<file path="src/logic/i2cs_pkg.sv">
// package: register map, fields and codes of the i2c client block
package i2cs_pkg;
	// register word indices (printed offsets are indices, times four)
	localparam logic [7:0] IDX_CTRL = 8'h09;
	localparam logic [7:0] IDX_CMD = 8'h0A;
	localparam logic [7:0] IDX_STATUS = 8'h0B;
	localparam logic [7:0] IDX_ADDR = 8'h0C;
	localparam logic [7:0] IDX_DATA = 8'h0D;
	localparam logic [7:0] IDX_GIE = 8'h10;
	localparam logic [11:0] OFS_CTRL = {2'h0, IDX_CTRL, 2'h0};
	localparam logic [11:0] OFS_CMD = {2'h0, IDX_CMD, 2'h0};
	localparam logic [11:0] OFS_STATUS = {2'h0, IDX_STATUS, 2'h0};
	localparam logic [11:0] OFS_ADDR = {2'h0, IDX_ADDR, 2'h0};
	localparam logic [11:0] OFS_DATA = {2'h0, IDX_DATA, 2'h0};
	localparam logic [11:0] OFS_GIE = {2'h0, IDX_GIE, 2'h0};
	// control fields
	localparam int B_DATA_INTERRUPT_ENABLE = 7;
	localparam int B_ADDRESS_STOP_INTERRUPT_ENABLE = 6;
	localparam int B_PSTOP = 5;
	localparam int B_PROM = 2;
	localparam int B_SMART = 1;
	localparam int B_EN = 0;
	localparam logic [7:0] CTRL_MASK = 8'hE7;
	// command register fields
	localparam int B_ACKNOWLEDGE_ACTION = 2;
	localparam logic [1:0] CMD_NO_ACTION_CODE = 2'h0;
	localparam logic [1:0] CMD_RSVD = 2'h1;
	localparam logic [1:0] CMD_COMPLETE_TRANSACTION_CODE = 2'h2;
	localparam logic [1:0] CMD_RESPONSE = 2'h3;
	// status fields
	localparam int B_DIF = 7;
	localparam int B_ADDRESS_OR_STOP_FLAG = 6;
	localparam int B_HOLD = 5;
	localparam int B_RECEIVED_ACKNOWLEDGE = 4;
	localparam int B_COLLISION_FLAG = 3;
	localparam int B_BERR = 2;
	localparam int B_DIR = 1;
	localparam int B_AP = 0;
	localparam logic [6:0] GENCALL = 7'h00;
	localparam logic [7:0] RESET_BYTE = 8'h00;
endpackage

</file>
<file path="src/logic/i2cs_client.sv">
// file: i2c client with apb registers, acknowledge control and status flags
// Notes on behaviour
// - stop sets address flag when enabled
// - promiscuous bit accepts any address
// - smart mode: data access resumes transfer
// - enable bit gates all client activity but the collision clear on start
// - ack action: 0 ack, 1 nack
// - data write triggers acknowledge action only in receive direction
// - command strobe reads zero; 0,1 idle
// - code 2: ack action, wait start
// - code 3 after address: ack, data
// - code 3 host write: ack, receive
// - code 3 after data read: send byte
// - ack bit updated before command acts
// - data flag set on byte completion
// - data access or command clears data and address/stop flags
// - address match or stop sets flag
// - address or data byte event holds scl low, resume releases
// - received ack bit mirrors host ack
// - collision on lost high bit or nack
// - collision cleared by one or start
// - bus error on bad start/stop
// - data irq needs flag, enable, global
// - cause bit: 0 stop, 1 address
// - direction holds last address r/w bit
// - address bits 7:1, bit 0 general call
`timescale 1ns/100ps
`default_nettype none
module i2cs_client (
	input wire logic pclk,
	input wire logic presetn,
	input wire logic psel,
	input wire logic penable,
	input wire logic pwrite,
	input wire logic [11:0] paddr,
	input wire logic [31:0] pwdata,
	output logic pready,
	output logic pslverr,
	output logic [31:0] prdata,
	input wire logic scl_in,
	output logic scl_out,
	output logic scl_oe,
	input wire logic sda_in,
	output logic sda_out,
	output logic sda_oe,
	output logic data_irq,
	output logic addr_stop_irq
);
	typedef enum {ST_IDLE, ST_ADDR, ST_AHOLD, ST_RX, ST_TX, ST_ACKOUT,
		ST_ACKIN, ST_DHOLD, ST_WAITS} i2cs_state_t;
	i2cs_state_t st;
	// ==================================================
	// pin synchronisers and edges
	logic [1:0] scl_s, sda_s;
	logic scl_q, sda_q;
	always_ff @(posedge pclk or negedge presetn) begin
		if (!presetn) begin
			scl_s <= 2'h3;
			sda_s <= 2'h3;
			scl_q <= 1'b1;
			sda_q <= 1'b1;
		end else begin
			scl_s <= {scl_s[0], scl_in};
			sda_s <= {sda_s[0], sda_in};
			scl_q <= scl_s[1];
			sda_q <= sda_s[1];
		end
	end
	wire logic scl_rise = scl_s[1] & ~scl_q;
	wire logic scl_fall = ~scl_s[1] & scl_q;
	// needs pclk at least four times scl to see sda move under high scl
	wire logic start_c = scl_s[1] & scl_q & sda_q & ~sda_s[1];
	wire logic stop_c = scl_s[1] & scl_q & ~sda_q & sda_s[1];
	// ==================================================
	// apb decode
	wire logic acc = psel & penable;
	wire logic wr = acc & pwrite;
	wire logic rd = acc & ~pwrite;
	wire logic mapped = paddr == i2cs_pkg::OFS_CTRL ||
		paddr == i2cs_pkg::OFS_CMD || paddr == i2cs_pkg::OFS_STATUS ||
		paddr == i2cs_pkg::OFS_ADDR || paddr == i2cs_pkg::OFS_DATA ||
		paddr == i2cs_pkg::OFS_GIE;
	assign pready = 1'b1;
	assign pslverr = acc & ~mapped;
	wire logic wr_ctrl = wr && paddr == i2cs_pkg::OFS_CTRL;
	wire logic wr_cmd = wr && paddr == i2cs_pkg::OFS_CMD;
	wire logic wr_stat = wr && paddr == i2cs_pkg::OFS_STATUS;
	wire logic wr_addr = wr && paddr == i2cs_pkg::OFS_ADDR;
	wire logic wr_gie = wr && paddr == i2cs_pkg::OFS_GIE;
	wire logic wr_data = wr && paddr == i2cs_pkg::OFS_DATA;
	wire logic rd_data = rd && paddr == i2cs_pkg::OFS_DATA;
	// ==================================================
	// software registers
	logic [7:0] ctrl, own_addr, data_reg;
	logic ack_act, gie;
	always_ff @(posedge pclk or negedge presetn) begin
		if (!presetn) begin
			ctrl <= i2cs_pkg::RESET_BYTE;
			own_addr <= i2cs_pkg::RESET_BYTE;
			gie <= 1'b0;
		end else begin
			if (wr_ctrl)
				ctrl <= pwdata[7:0] & i2cs_pkg::CTRL_MASK;
			if (wr_addr)
				own_addr <= pwdata[7:0];
			if (wr_gie)
				gie <= pwdata[0];
		end
	end
	// ack bit is a register; the command sees the written value directly
	always_ff @(posedge pclk or negedge presetn) begin
		if (!presetn)
			ack_act <= 1'b0;
		else if (wr_cmd)
			ack_act <= pwdata[i2cs_pkg::B_ACKNOWLEDGE_ACTION];
	end
	wire logic ack_now = wr_cmd ? pwdata[i2cs_pkg::B_ACKNOWLEDGE_ACTION] : ack_act;
	wire logic en = ctrl[i2cs_pkg::B_EN];
	wire logic smart = ctrl[i2cs_pkg::B_SMART];
	wire logic [1:0] cmd = pwdata[1:0];
	// ==================================================
	// flags
	logic data_flag, address_or_stop_flag, received_acknowledge, collision_flag, berr, dir, ap;
	wire logic hold = (st == ST_AHOLD) || (st == ST_DHOLD);
	wire logic flag_clr = wr_data || rd_data || wr_cmd;
	// resume: command 2/3, or smart-mode data access
	wire logic go_cmd = wr_cmd && (cmd == i2cs_pkg::CMD_COMPLETE_TRANSACTION_CODE ||
		cmd == i2cs_pkg::CMD_RESPONSE);
	wire logic go_smart = smart && (rd_data || wr_data);
	wire logic resume = hold && (go_cmd || go_smart);
	// response code 2 ends the transaction after the ack
	wire logic finish = wr_cmd && cmd == i2cs_pkg::CMD_COMPLETE_TRANSACTION_CODE;
	logic [7:0] shreg;
	logic [3:0] bitn;
	// a data write lands in data_reg at the same edge, so send pwdata itself
	wire logic [7:0] tx_byte = wr_data ? pwdata[7:0] : data_reg;
	logic ack_drive, nack_sent, fin_pend, addr_ok, ev_addr, ev_data, ev_stop;
	logic ev_collision_flag;
	wire logic [6:0] rx_addr = shreg[7:1];
	always_comb begin
		addr_ok = ctrl[i2cs_pkg::B_PROM];
		if (rx_addr == own_addr[7:1])
			addr_ok = 1'b1;
		if (own_addr[0] && rx_addr == i2cs_pkg::GENCALL)
			addr_ok = 1'b1;
	end
	// ==================================================
	// protocol engine
	logic busy;
	always_ff @(posedge pclk or negedge presetn) begin
		if (!presetn) begin
			st <= ST_IDLE;
			shreg <= i2cs_pkg::RESET_BYTE;
			bitn <= 4'h0;
			ack_drive <= 1'b0;
			nack_sent <= 1'b0;
			fin_pend <= 1'b0;
			ev_addr <= 1'b0;
			ev_data <= 1'b0;
			ev_stop <= 1'b0;
			ev_collision_flag <= 1'b0;
			dir <= 1'b0;
			received_acknowledge <= 1'b0;
			busy <= 1'b0;
			data_reg <= i2cs_pkg::RESET_BYTE;
		end else begin
			ev_addr <= 1'b0;
			ev_data <= 1'b0;
			ev_stop <= 1'b0;
			ev_collision_flag <= 1'b0;
			if (wr_data)
				data_reg <= pwdata[7:0];
			if (!en) begin
				st <= ST_IDLE;
				ack_drive <= 1'b0;
				busy <= 1'b0;
			end else if (start_c) begin
				st <= ST_ADDR;
				bitn <= 4'h0;
				ack_drive <= 1'b0;
				busy <= 1'b1;
			end else if (stop_c) begin
				st <= ST_IDLE;
				ack_drive <= 1'b0;
				ev_stop <= busy;
				busy <= 1'b0;
			end else begin
				case (st)
				ST_IDLE, ST_WAITS: begin
				end
				ST_ADDR, ST_RX: if (scl_rise) begin
					shreg <= {shreg[6:0], sda_s[1]};
					bitn <= bitn + 4'h1;
				end else if (scl_fall && bitn == 4'h8) begin
					bitn <= 4'h0;
					if (st == ST_ADDR) begin
						if (addr_ok) begin
							dir <= shreg[0];
							ev_addr <= 1'b1;
							st <= ST_AHOLD;
						end else
							st <= ST_WAITS;
					end else begin
						data_reg <= shreg;
						ev_data <= 1'b1;
						st <= ST_DHOLD;
					end
				end
				ST_AHOLD, ST_DHOLD: if (resume) begin
					fin_pend <= finish;
					if (finish && dir && st == ST_DHOLD) begin
						// host read is over: nothing to ack, wait for start
						st <= ST_WAITS;
					end else if (dir && (st == ST_DHOLD || wr_data)) begin
						// read direction after data, or a data write at address hold: send byte first
						shreg <= tx_byte;
						st <= ST_TX;
						ack_drive <= ~tx_byte[7];
					end else if (dir && st == ST_AHOLD && !go_smart) begin
						// ack the address, then data irq to load a byte
						ack_drive <= ~ack_now;
						nack_sent <= ack_now;
						st <= ST_ACKOUT;
					end else begin
						// rx side, and smart data reads at a read address: commands and smart data accesses apply the ack
						ack_drive <= ~ack_now;
						nack_sent <= ack_now;
						st <= ST_ACKOUT;
					end
				end
				ST_ACKOUT: if (scl_rise) begin
					if (nack_sent && !sda_s[1] && st == ST_ACKOUT)
						ev_collision_flag <= 1'b1;
				end else if (scl_fall) begin
					ack_drive <= 1'b0;
					if (fin_pend || nack_sent)
						st <= ST_WAITS;
					else if (dir) begin
						ev_data <= 1'b1;
						st <= ST_DHOLD;
					end else
						st <= ST_RX;
				end
				ST_TX: if (scl_rise) begin
					if (ack_drive == 1'b0 && !sda_s[1]) begin
						ev_collision_flag <= 1'b1;
						ev_data <= 1'b1;
						st <= ST_WAITS;
						ack_drive <= 1'b0;
					end
					bitn <= bitn + 4'h1;
				end else if (scl_fall) begin
					shreg <= {shreg[6:0], 1'b0};
					if (bitn == 4'h8) begin
						ack_drive <= 1'b0;
						bitn <= 4'h0;
						st <= ST_ACKIN;
					end else
						ack_drive <= ~shreg[6];
				end
				ST_ACKIN: if (scl_rise) begin
					received_acknowledge <= sda_s[1];
				end else if (scl_fall) begin
					ev_data <= 1'b1;
					st <= ST_DHOLD;
				end
				default: st <= ST_IDLE;
				endcase
			end
		end
	end
	assign sda_out = 1'b0;
	assign sda_oe = ack_drive & en;
	assign scl_out = 1'b0;
	assign scl_oe = hold & en;
	// ==================================================
	// status flags; set beats clear
	always_ff @(posedge pclk or negedge presetn) begin
		if (!presetn) begin
			data_flag <= 1'b0;
			address_or_stop_flag <= 1'b0;
			ap <= 1'b0;
			collision_flag <= 1'b0;
			berr <= 1'b0;
		end else begin
			if (ev_data)
				data_flag <= 1'b1;
			else if (flag_clr || (wr_stat && pwdata[i2cs_pkg::B_DIF]))
				data_flag <= 1'b0;
			if (ev_addr || (ev_stop && ctrl[i2cs_pkg::B_PSTOP])) begin
				address_or_stop_flag <= 1'b1;
				ap <= ev_addr;
			end else if (flag_clr || (wr_stat && pwdata[i2cs_pkg::B_ADDRESS_OR_STOP_FLAG]))
				address_or_stop_flag <= 1'b0;
			if (ev_collision_flag)
				collision_flag <= 1'b1;
			else if ((wr_stat && pwdata[i2cs_pkg::B_COLLISION_FLAG]) || start_c)
				collision_flag <= 1'b0;
			// start inside address byte or stop right after start
			if (en && ((start_c && st == ST_ADDR && bitn != 4'h0) ||
				(stop_c && st == ST_ADDR && bitn <= 4'h1 && busy)))
				berr <= 1'b1;
			else if (wr_stat && pwdata[i2cs_pkg::B_BERR])
				berr <= 1'b0;
		end
	end
	assign data_irq = data_flag & ctrl[i2cs_pkg::B_DATA_INTERRUPT_ENABLE] & gie;
	assign addr_stop_irq = address_or_stop_flag & ctrl[i2cs_pkg::B_ADDRESS_STOP_INTERRUPT_ENABLE] & gie;
	// ==================================================
	// read mux
	always_comb begin
		prdata = 32'h00000000;
		if (rd) begin
			case (paddr)
			i2cs_pkg::OFS_CTRL: prdata[7:0] = ctrl;
			i2cs_pkg::OFS_CMD: prdata[i2cs_pkg::B_ACKNOWLEDGE_ACTION] = ack_act;
			i2cs_pkg::OFS_STATUS: prdata[7:0] = {data_flag, address_or_stop_flag, hold, received_acknowledge,
				collision_flag, berr, dir, ap};
			i2cs_pkg::OFS_ADDR: prdata[7:0] = own_addr;
			i2cs_pkg::OFS_DATA: prdata[7:0] = data_reg;
			i2cs_pkg::OFS_GIE: prdata[0] = gie;
			default: prdata = 32'h00000000;
			endcase
		end
	end
	// ==================================================
	// checks
	a_hold_scl: assert property (@(posedge pclk) disable iff (!presetn)
		scl_oe |-> hold) else $error("scl held outside hold state");
	a_dis_quiet: assert property (@(posedge pclk) disable iff (!presetn)
		!en |-> !scl_oe && !sda_oe) else $error("lines driven while off");
	a_data_set: assert property (@(posedge pclk) disable iff (!presetn)
		ev_data |=> data_flag) else $error("data flag not set");
	a_flag_clr: assert property (@(posedge pclk) disable iff (!presetn)
		rd_data && !ev_data |=> !data_flag) else $error("data flag not cleared");
	a_addr_cause: assert property (@(posedge pclk) disable iff (!presetn)
		ev_addr |=> address_or_stop_flag && ap) else $error("address cause wrong");
	a_collision_flag_start: assert property (@(posedge pclk) disable iff (!presetn)
		start_c && !ev_collision_flag |=> !collision_flag) else $error("collision kept");
	a_irq_gate: assert property (@(posedge pclk) disable iff (!presetn)
		data_irq |-> data_flag && gie) else $error("irq without cause");
	a_cmd_zero: assert property (@(posedge pclk) disable iff (!presetn)
		rd && paddr == i2cs_pkg::OFS_CMD |-> prdata[1:0] == 2'h0)
		else $error("command reads nonzero");
	// ==================================================
	// further checks on flags, lines and the engine
	a_cmd_clear: assert property (@(posedge pclk) disable iff (!presetn)
		wr_cmd && !ev_data |=> !data_flag) else $error("command left data flag");
	a_hold_release: assert property (@(posedge pclk) disable iff (!presetn)
		hold && resume && en |=> !scl_oe) else $error("scl not released");
	a_nack_quiet: assert property (@(posedge pclk) disable iff (!presetn)
		st == ST_ACKOUT && nack_sent |-> !sda_oe) else $error("nack drove sda");
	a_prom_any: assert property (@(posedge pclk) disable iff (!presetn)
		en && !start_c && !stop_c && st == ST_ADDR && scl_fall &&
		bitn == 4'h8 && ctrl[i2cs_pkg::B_PROM] |=> st == ST_AHOLD)
		else $error("promiscuous address refused");
	a_stop_cause: assert property (@(posedge pclk) disable iff (!presetn)
		ev_stop && ctrl[i2cs_pkg::B_PSTOP] |=> address_or_stop_flag && !ap)
		else $error("stop flag or cause wrong");
	a_berr_set: assert property (@(posedge pclk) disable iff (!presetn)
		en && stop_c && st == ST_ADDR && busy && bitn <= 4'h1 |=> berr)
		else $error("bus error missed");
	a_idle_sda: assert property (@(posedge pclk) disable iff (!presetn)
		st == ST_IDLE |-> !sda_oe) else $error("sda driven while idle");
	a_addr_irq: assert property (@(posedge pclk) disable iff (!presetn)
		addr_stop_irq |-> address_or_stop_flag && gie) else $error("address irq without cause");
endmodule
`default_nettype wire

</file>
<file path="config.mk">
export PLATFORM = sky130hd
export DESIGN_NAME = i2cs_client
export DESIGN_NICKNAME = d
export VERILOG_FILES = /design/src/logic/i2cs_pkg.sv /design/src/logic/i2cs_client.sv
export SDC_FILE = /design/constraint.sdc
export NUM_CORES = 1
export LEC_CHECK = 0
export ABC_AREA = 1
export BUFFER_PORTS_ARGS = -buffer_cell sky130_fd_sc_hd__buf_2
export CAP_MARGIN = 20
export CORE_ASPECT_RATIO = 0.9
export CORE_MARGIN = 2
export CORE_UTILIZATION = 56
export DETAILED_ROUTE_END_ITERATION = 8
export GPL_ROUTABILITY_DRIVEN = 0
export GPL_TIMING_DRIVEN = 0
export HOLD_SLACK_MARGIN = 0.03
export MAX_ROUTING_LAYER = met4
export PLACE_DENSITY = 0.82
export SLEW_MARGIN = 20
export SYNTH_ARGS = -nofsm -noshare
export SYNTH_HDL_FRONTEND = slang
export SYNTH_SLANG_ARGS = --single-unit
</file>
<file path="constraint.sdc">
create_clock -name pclk -period 6.31 [get_ports pclk]
set_input_delay 1.262 -clock pclk [delete_from_list [all_inputs] [get_ports pclk]]
set_output_delay 1.262 -clock pclk [all_outputs]
set_load 0.02 [all_outputs]
</file>
---- Word level (Yosys, flattened, before mapping) ----
Cells that the tools add are included.
word-level totals
  flip-flop bits (word level) ............. 89
  bits of input ports ..................... 51
  logic and storage cells ................. 283
operators by class
  $add $sub $neg .......................... 1
  magnitude comparators ................... 1
  eq/ne operators ......................... 46
  mux-type cells .......................... 108
  bitwise operators ....................... 32
  reductions and logical operators ........ 68
operator list
  kind                                                               number
  32-bit 2-to-1 mux                                                  15
  32-bit one-hot mux with 6 select lines                             1
  32-bit by 3-bit == test with 1-bit output (second input constant)  5
  8-bit 2-to-1 mux                                                   15
  32-bit by 2-bit == test with 1-bit output (second input constant)  3
  32-bit by 4-bit == test with 1-bit output (second input constant)  3
  12-bit by 6-bit == test with 1-bit output (second input constant)  5
  1-bit 2-to-1 mux                                                   57
  4-bit 2-to-1 mux                                                   10
  5-bit != test (second input constant)                              8
  32-bit by 1-bit == test with 1-bit output (second input constant)  1
  32-bit logical NOT                                                 1
  1-bit logical AND                                                  30
  8-bit one-hot mux with 3 select lines                              1
  5-bit one-hot mux with 4 select lines                              1
  6-bit != test (second input constant)                              3
  1-bit bitwise AND                                                  17
  1-bit logical OR                                                   17
  4-bit != test (second input constant)                              4
  1-bit NOT                                                          15
  2-bit != test (second input constant)                              7
  7-bit AND reduction                                                2
  12-bit by 7-bit == test with 1-bit output (second input constant)  1
  11-bit AND reduction                                               1
  23 further kinds                                                   33

---- Longest topological paths before layout ----
  depth in word-level cells ............... 12
  mapped depth ............................ 13
  mapped depth without buffers ............ 13

---- Worst setup path after synthesis ----
Ideal clock, no wire load.
  kind .................................... in2out
  start ................................... input paddr[11]
  end ..................................... output prdata[3]
  arrival ................................. 2.442 ns
  required time ........................... 5.048 ns
  path slack .............................. 2.606 ns
  stages on the path ...................... 8
  cell sequence ........................... nor2_1 -> nand2_2 -> nor2_4 -> nand2_1 -> nand3_1 -> and2_1 -> inv_1 -> a31oi_1
on the way
  word-level cells in the longest chain between the ends .. 3
  elaborated cells on any way between the ends .. 6
ends and longest elaborated chain
  what                                       RTL line            text
  start: declaration                         i2cs_client.sv:35   input wire logic [11:0] paddr,
  12-bit by 6-bit == test with 1-bit output  i2cs_client.sv:314  case (paddr)
  5-bit one-hot mux with 4 select lines (*)  i2cs_client.sv:314
  8-bit 2-to-1 mux (*)                       i2cs_client.sv:313  if (rd) begin
  end: declaration                           i2cs_client.sv:39   output logic [31:0] prdata,
Every way passes the cells marked *; elsewhere a longest branch is shown, timed or not.

---- Worst setup path in the final report ----
  start ................................... input paddr[11]
  end ..................................... output prdata[0]
on the way
  word-level cells in the longest chain between the ends .. 3
  elaborated cells on any way between the ends .. 7
ends and longest elaborated chain
  what                                                                                                           RTL line
  12-bit by 7-bit == test with 1-bit output / 12-bit by 6-bit == test with 1-bit output (equally long branches)  i2cs_client.sv:314
  1-bit one-hot mux with 5 select lines (*)                                                                      i2cs_client.sv:314
  8-bit 2-to-1 mux (*)                                                                                           i2cs_client.sv:313
Marks and branches as above.

==> impl_metrics.env <==
export IMPL_setup_worst_path_start_class="input port"
export IMPL_wl_per_cell_um=13.85
export IMPL_area_delta_synth_final_pct=16.13
export IMPL_clock_sinks=61
export IMPL_antenna_diode_count=0
export IMPL_wl_met2_um=4513
export IMPL_port_buffers=39
export IMPL_utilization=0.6838
export IMPL_fp_dieW_um=92.42
export IMPL_reg2reg_from="scl_q"
export IMPL_hold_start="sda_s[0]"
export IMPL_antenna_left=0
export IMPL_setup_viol=0
export IMPL_wirelength_um=9891
export IMPL_path_common_cell="nor2_1"
export IMPL_wl_met1_um=4231
export IMPL_cts_buffers=9
export IMPL_boundaryPins=91
export IMPL_cp_arrival_ns=2.68
export IMPL_synthCells=544
export IMPL_ctsHoldBuffers=0
export IMPL_powerDensity_nw_per_um2=188.3
export IMPL_synth_cell_types=45
export IMPL_reg2regPathDepth=10
export IMPL_p_seq_frac=0.460
export IMPL_hold_depth=0
export IMPL_post_place_cells=698
export IMPL_top_layer="met4"
export IMPL_die_area_um2=7724
export IMPL_firstDrtPassIters=8
export IMPL_rr_endpoint="data_reg[5]"
export IMPL_post_synth_instance_area_um2=3940
export IMPL_synth_seq_cells=61
export IMPL_antenna_found_initial=0
export IMPL_cts_setup_buffers=0
export IMPL_synth_area_leaders="dfrtp_1, nand2_1, o21ai_0"
export IMPL_critPathCaptureType="output port"
export IMPL_pwr_share_comb=0.072
export IMPL_holdPathEnd="sda_s[1]"
export IMPL_cts_resized=0
export IMPL_grt_max_degree=62
export IMPL_irDropWorstVdd_uv=119.6
export IMPL_drtIter0Drc=478
export IMPL_max_stage_delay_ns=0.23
export IMPL_layout_cells_non_filler=714
export IMPL_worstSkewPairLatency_ns=0.35
export IMPL_cp_required_ns=5.05
export IMPL_slowest_stage="nand3_1"
export IMPL_synth_warnings=0
export IMPL_setup_tns_ns=0
export IMPL_layout_common_cells="nand2_1, inv_1, dfrtp_1, o21ai_0, nor2_1"
export IMPL_whs_ns=0.3589
export IMPL_cts_tree="built"
export IMPL_max_freq_mhz=253.9
export IMPL_viasPerCell=5.282
export IMPL_yosysSeqAreaShare=0.3893
export IMPL_cp_max_fo=7
export IMPL_ff2ff_setup_slack_ns=3.98
export IMPL_dpl_hpwl_um=7354
export IMPL_path_buf_inv=3
export IMPL_initial_core_util=0.5888
export IMPL_clockBufferDepth=2
export IMPL_hold_viol=0
export IMPL_drv_cap=0
export IMPL_synth_area_leader_cell="dfrtp_1"
export IMPL_core_area_um2=6691
export IMPL_wl_met3_um=934
export IMPL_first_global_vias=3481
export IMPL_clockRootBuffer="clkbuf_8"
export IMPL_switching_share=0.2430
export IMPL_max_slew_margin=0.4872
export IMPL_critPathKind="in -> out"
export IMPL_grt_ovfl_total=0
export IMPL_syn_mean_instance_area_um2=7.243
export IMPL_skew_ns=0.01273
export IMPL_worst_pin_slew_ns=0.7693
export IMPL_p_switching_uw=209.4
export IMPL_rows=28
export IMPL_hold_class="reg -> reg"
export IMPL_finalNetCount=677
export IMPL_grtUsageTotal=0.2730
export IMPL_via_count=3771
export IMPL_crit_family="simple AND/OR/NAND/NOR gates"
export IMPL_outcome="finished, final reports clean"
export IMPL_p_leak_uw=0.002378
export IMPL_grt_pass1_wl_um=16440
export IMPL_cts_htree_levels=3
export IMPL_rsz0062_at_grt="false"
export IMPL_mostFrequentLayoutCell="nand2_1"
export IMPL_intPower_uw=652.3
export IMPL_crit_chain="buf_2 > nor2_1 > nand2_2 > nor2_4 > nand3_1 > inv_1 > nand2_1 > o21ai_0 > nor2_1 > nor2_1 > buf_2"
export IMPL_die_h_um=83.58
export IMPL_slew_viol_final=0
export IMPL_post_route_period_util=0.6241
export IMPL_fin_area_um2=4576
export IMPL_yosys_area_top_type_share=0.3493
export IMPL_place_area_um2=4344
export IMPL_finalCriticalPeriod_ns=3.938
export IMPL_path_clk_slew_ns=0.07
export IMPL_clkPwrFrac=0.468
export IMPL_drc=0
export IMPL_layout_drive_gt1_share=0.1923
-- power groups by stage --
stage / sequential (uW) / combinational, uW / clock [uW]
after detailed placement: 404 / 61.9 / 0
after global routing: 397 / 69.3 / 419
final: 397 / 62.2 / 403
after CTS: 397 / 62.0 / 402
after global placement: 404 / 60.9 / 0
after floorplan: 403 / 40.8 / 0
-- Yosys cell counts (all sizes together) --
library cell  instances
a21o                  2
a21oi                10
a31o                  1
a31oi                 7
a41oi                 1
and2                  1
and3                  1
buf                  32
clkbuf                4
clkinv                3
conb                  2
dfrtp                55
dfstp                 6
ha                    7
inv                  64
nand2               171
nand3                23
nand3b                4
nand4                 6
nor2                 51
nor3                  9
nor3b                 1
nor4                  1
o2111ai               4
o211a                 1
o21ai                61
o21bai                1
o22ai                 1
o31ai                 3
or2                   2
or3                   1
xnor2                 6
xor2                  2
-- final cells by class --
type | instances | area (um2)
Clock inverter | 6 | 93.84
Timing Repair Buffer | 39 | 197.7
Multi-Input combinational cell | 405 | 1982
Inverter | 67 | 251.5
Buffer | 36 | 266.5
Tap cell | 90 | 112.6
Clock buffer | 10 | 137.6
Sequential cell | 61 | 1534
Fill cell | 583 | 2116
-- cell families (layout without fill, tap and decap cells) --
family,after synthesis,in the layout,share of synthesized area
buffers and inverters,103,158,0.1315
other,2,27,0.001906
and+or+nand+nor,271,271,0.2995
xor gates and xnor gates,8,8,0.01778
DFF,61,61,0.3893
adders and majority gates,7,7,0.02223
AOI/OAI and AO/OA,92,92,0.1378
-- stage by stage --
step / total power, uW / worst slack [ns]
finish: 861.7 / 2.372
global route: 884.6 / 2.171
CTS: 860.9 / 2.356
detailed placement: 465.9 / 2.354
global placement: 464.6 / 2.326
floorplan: 444.2 / 2.606
-- metal layers --
layer / vias up / track usage
li1: 1843 / -
met1: 1703 / 0.3559
met2: 193 / 0.4273
met3: 32 / 0.06052
met4: 0 / 0.08412
met5: - / -
-- worst max path at each step --
stage	start	endpoint	slack, ns	cells past startpoint
finish	paddr[11]	prdata[0]	2.37	11
global route	paddr[11]	prdata[0]	2.17	11
CTS	paddr[11]	prdata[0]	2.36	11
detailed placement	paddr[11]	prdata[2]	2.35	9
global placement	paddr[11]	prdata[0]	2.33	11
floorplan	paddr[11]	prdata[3]	2.61	8
Power figures use the tool's default switching activity.
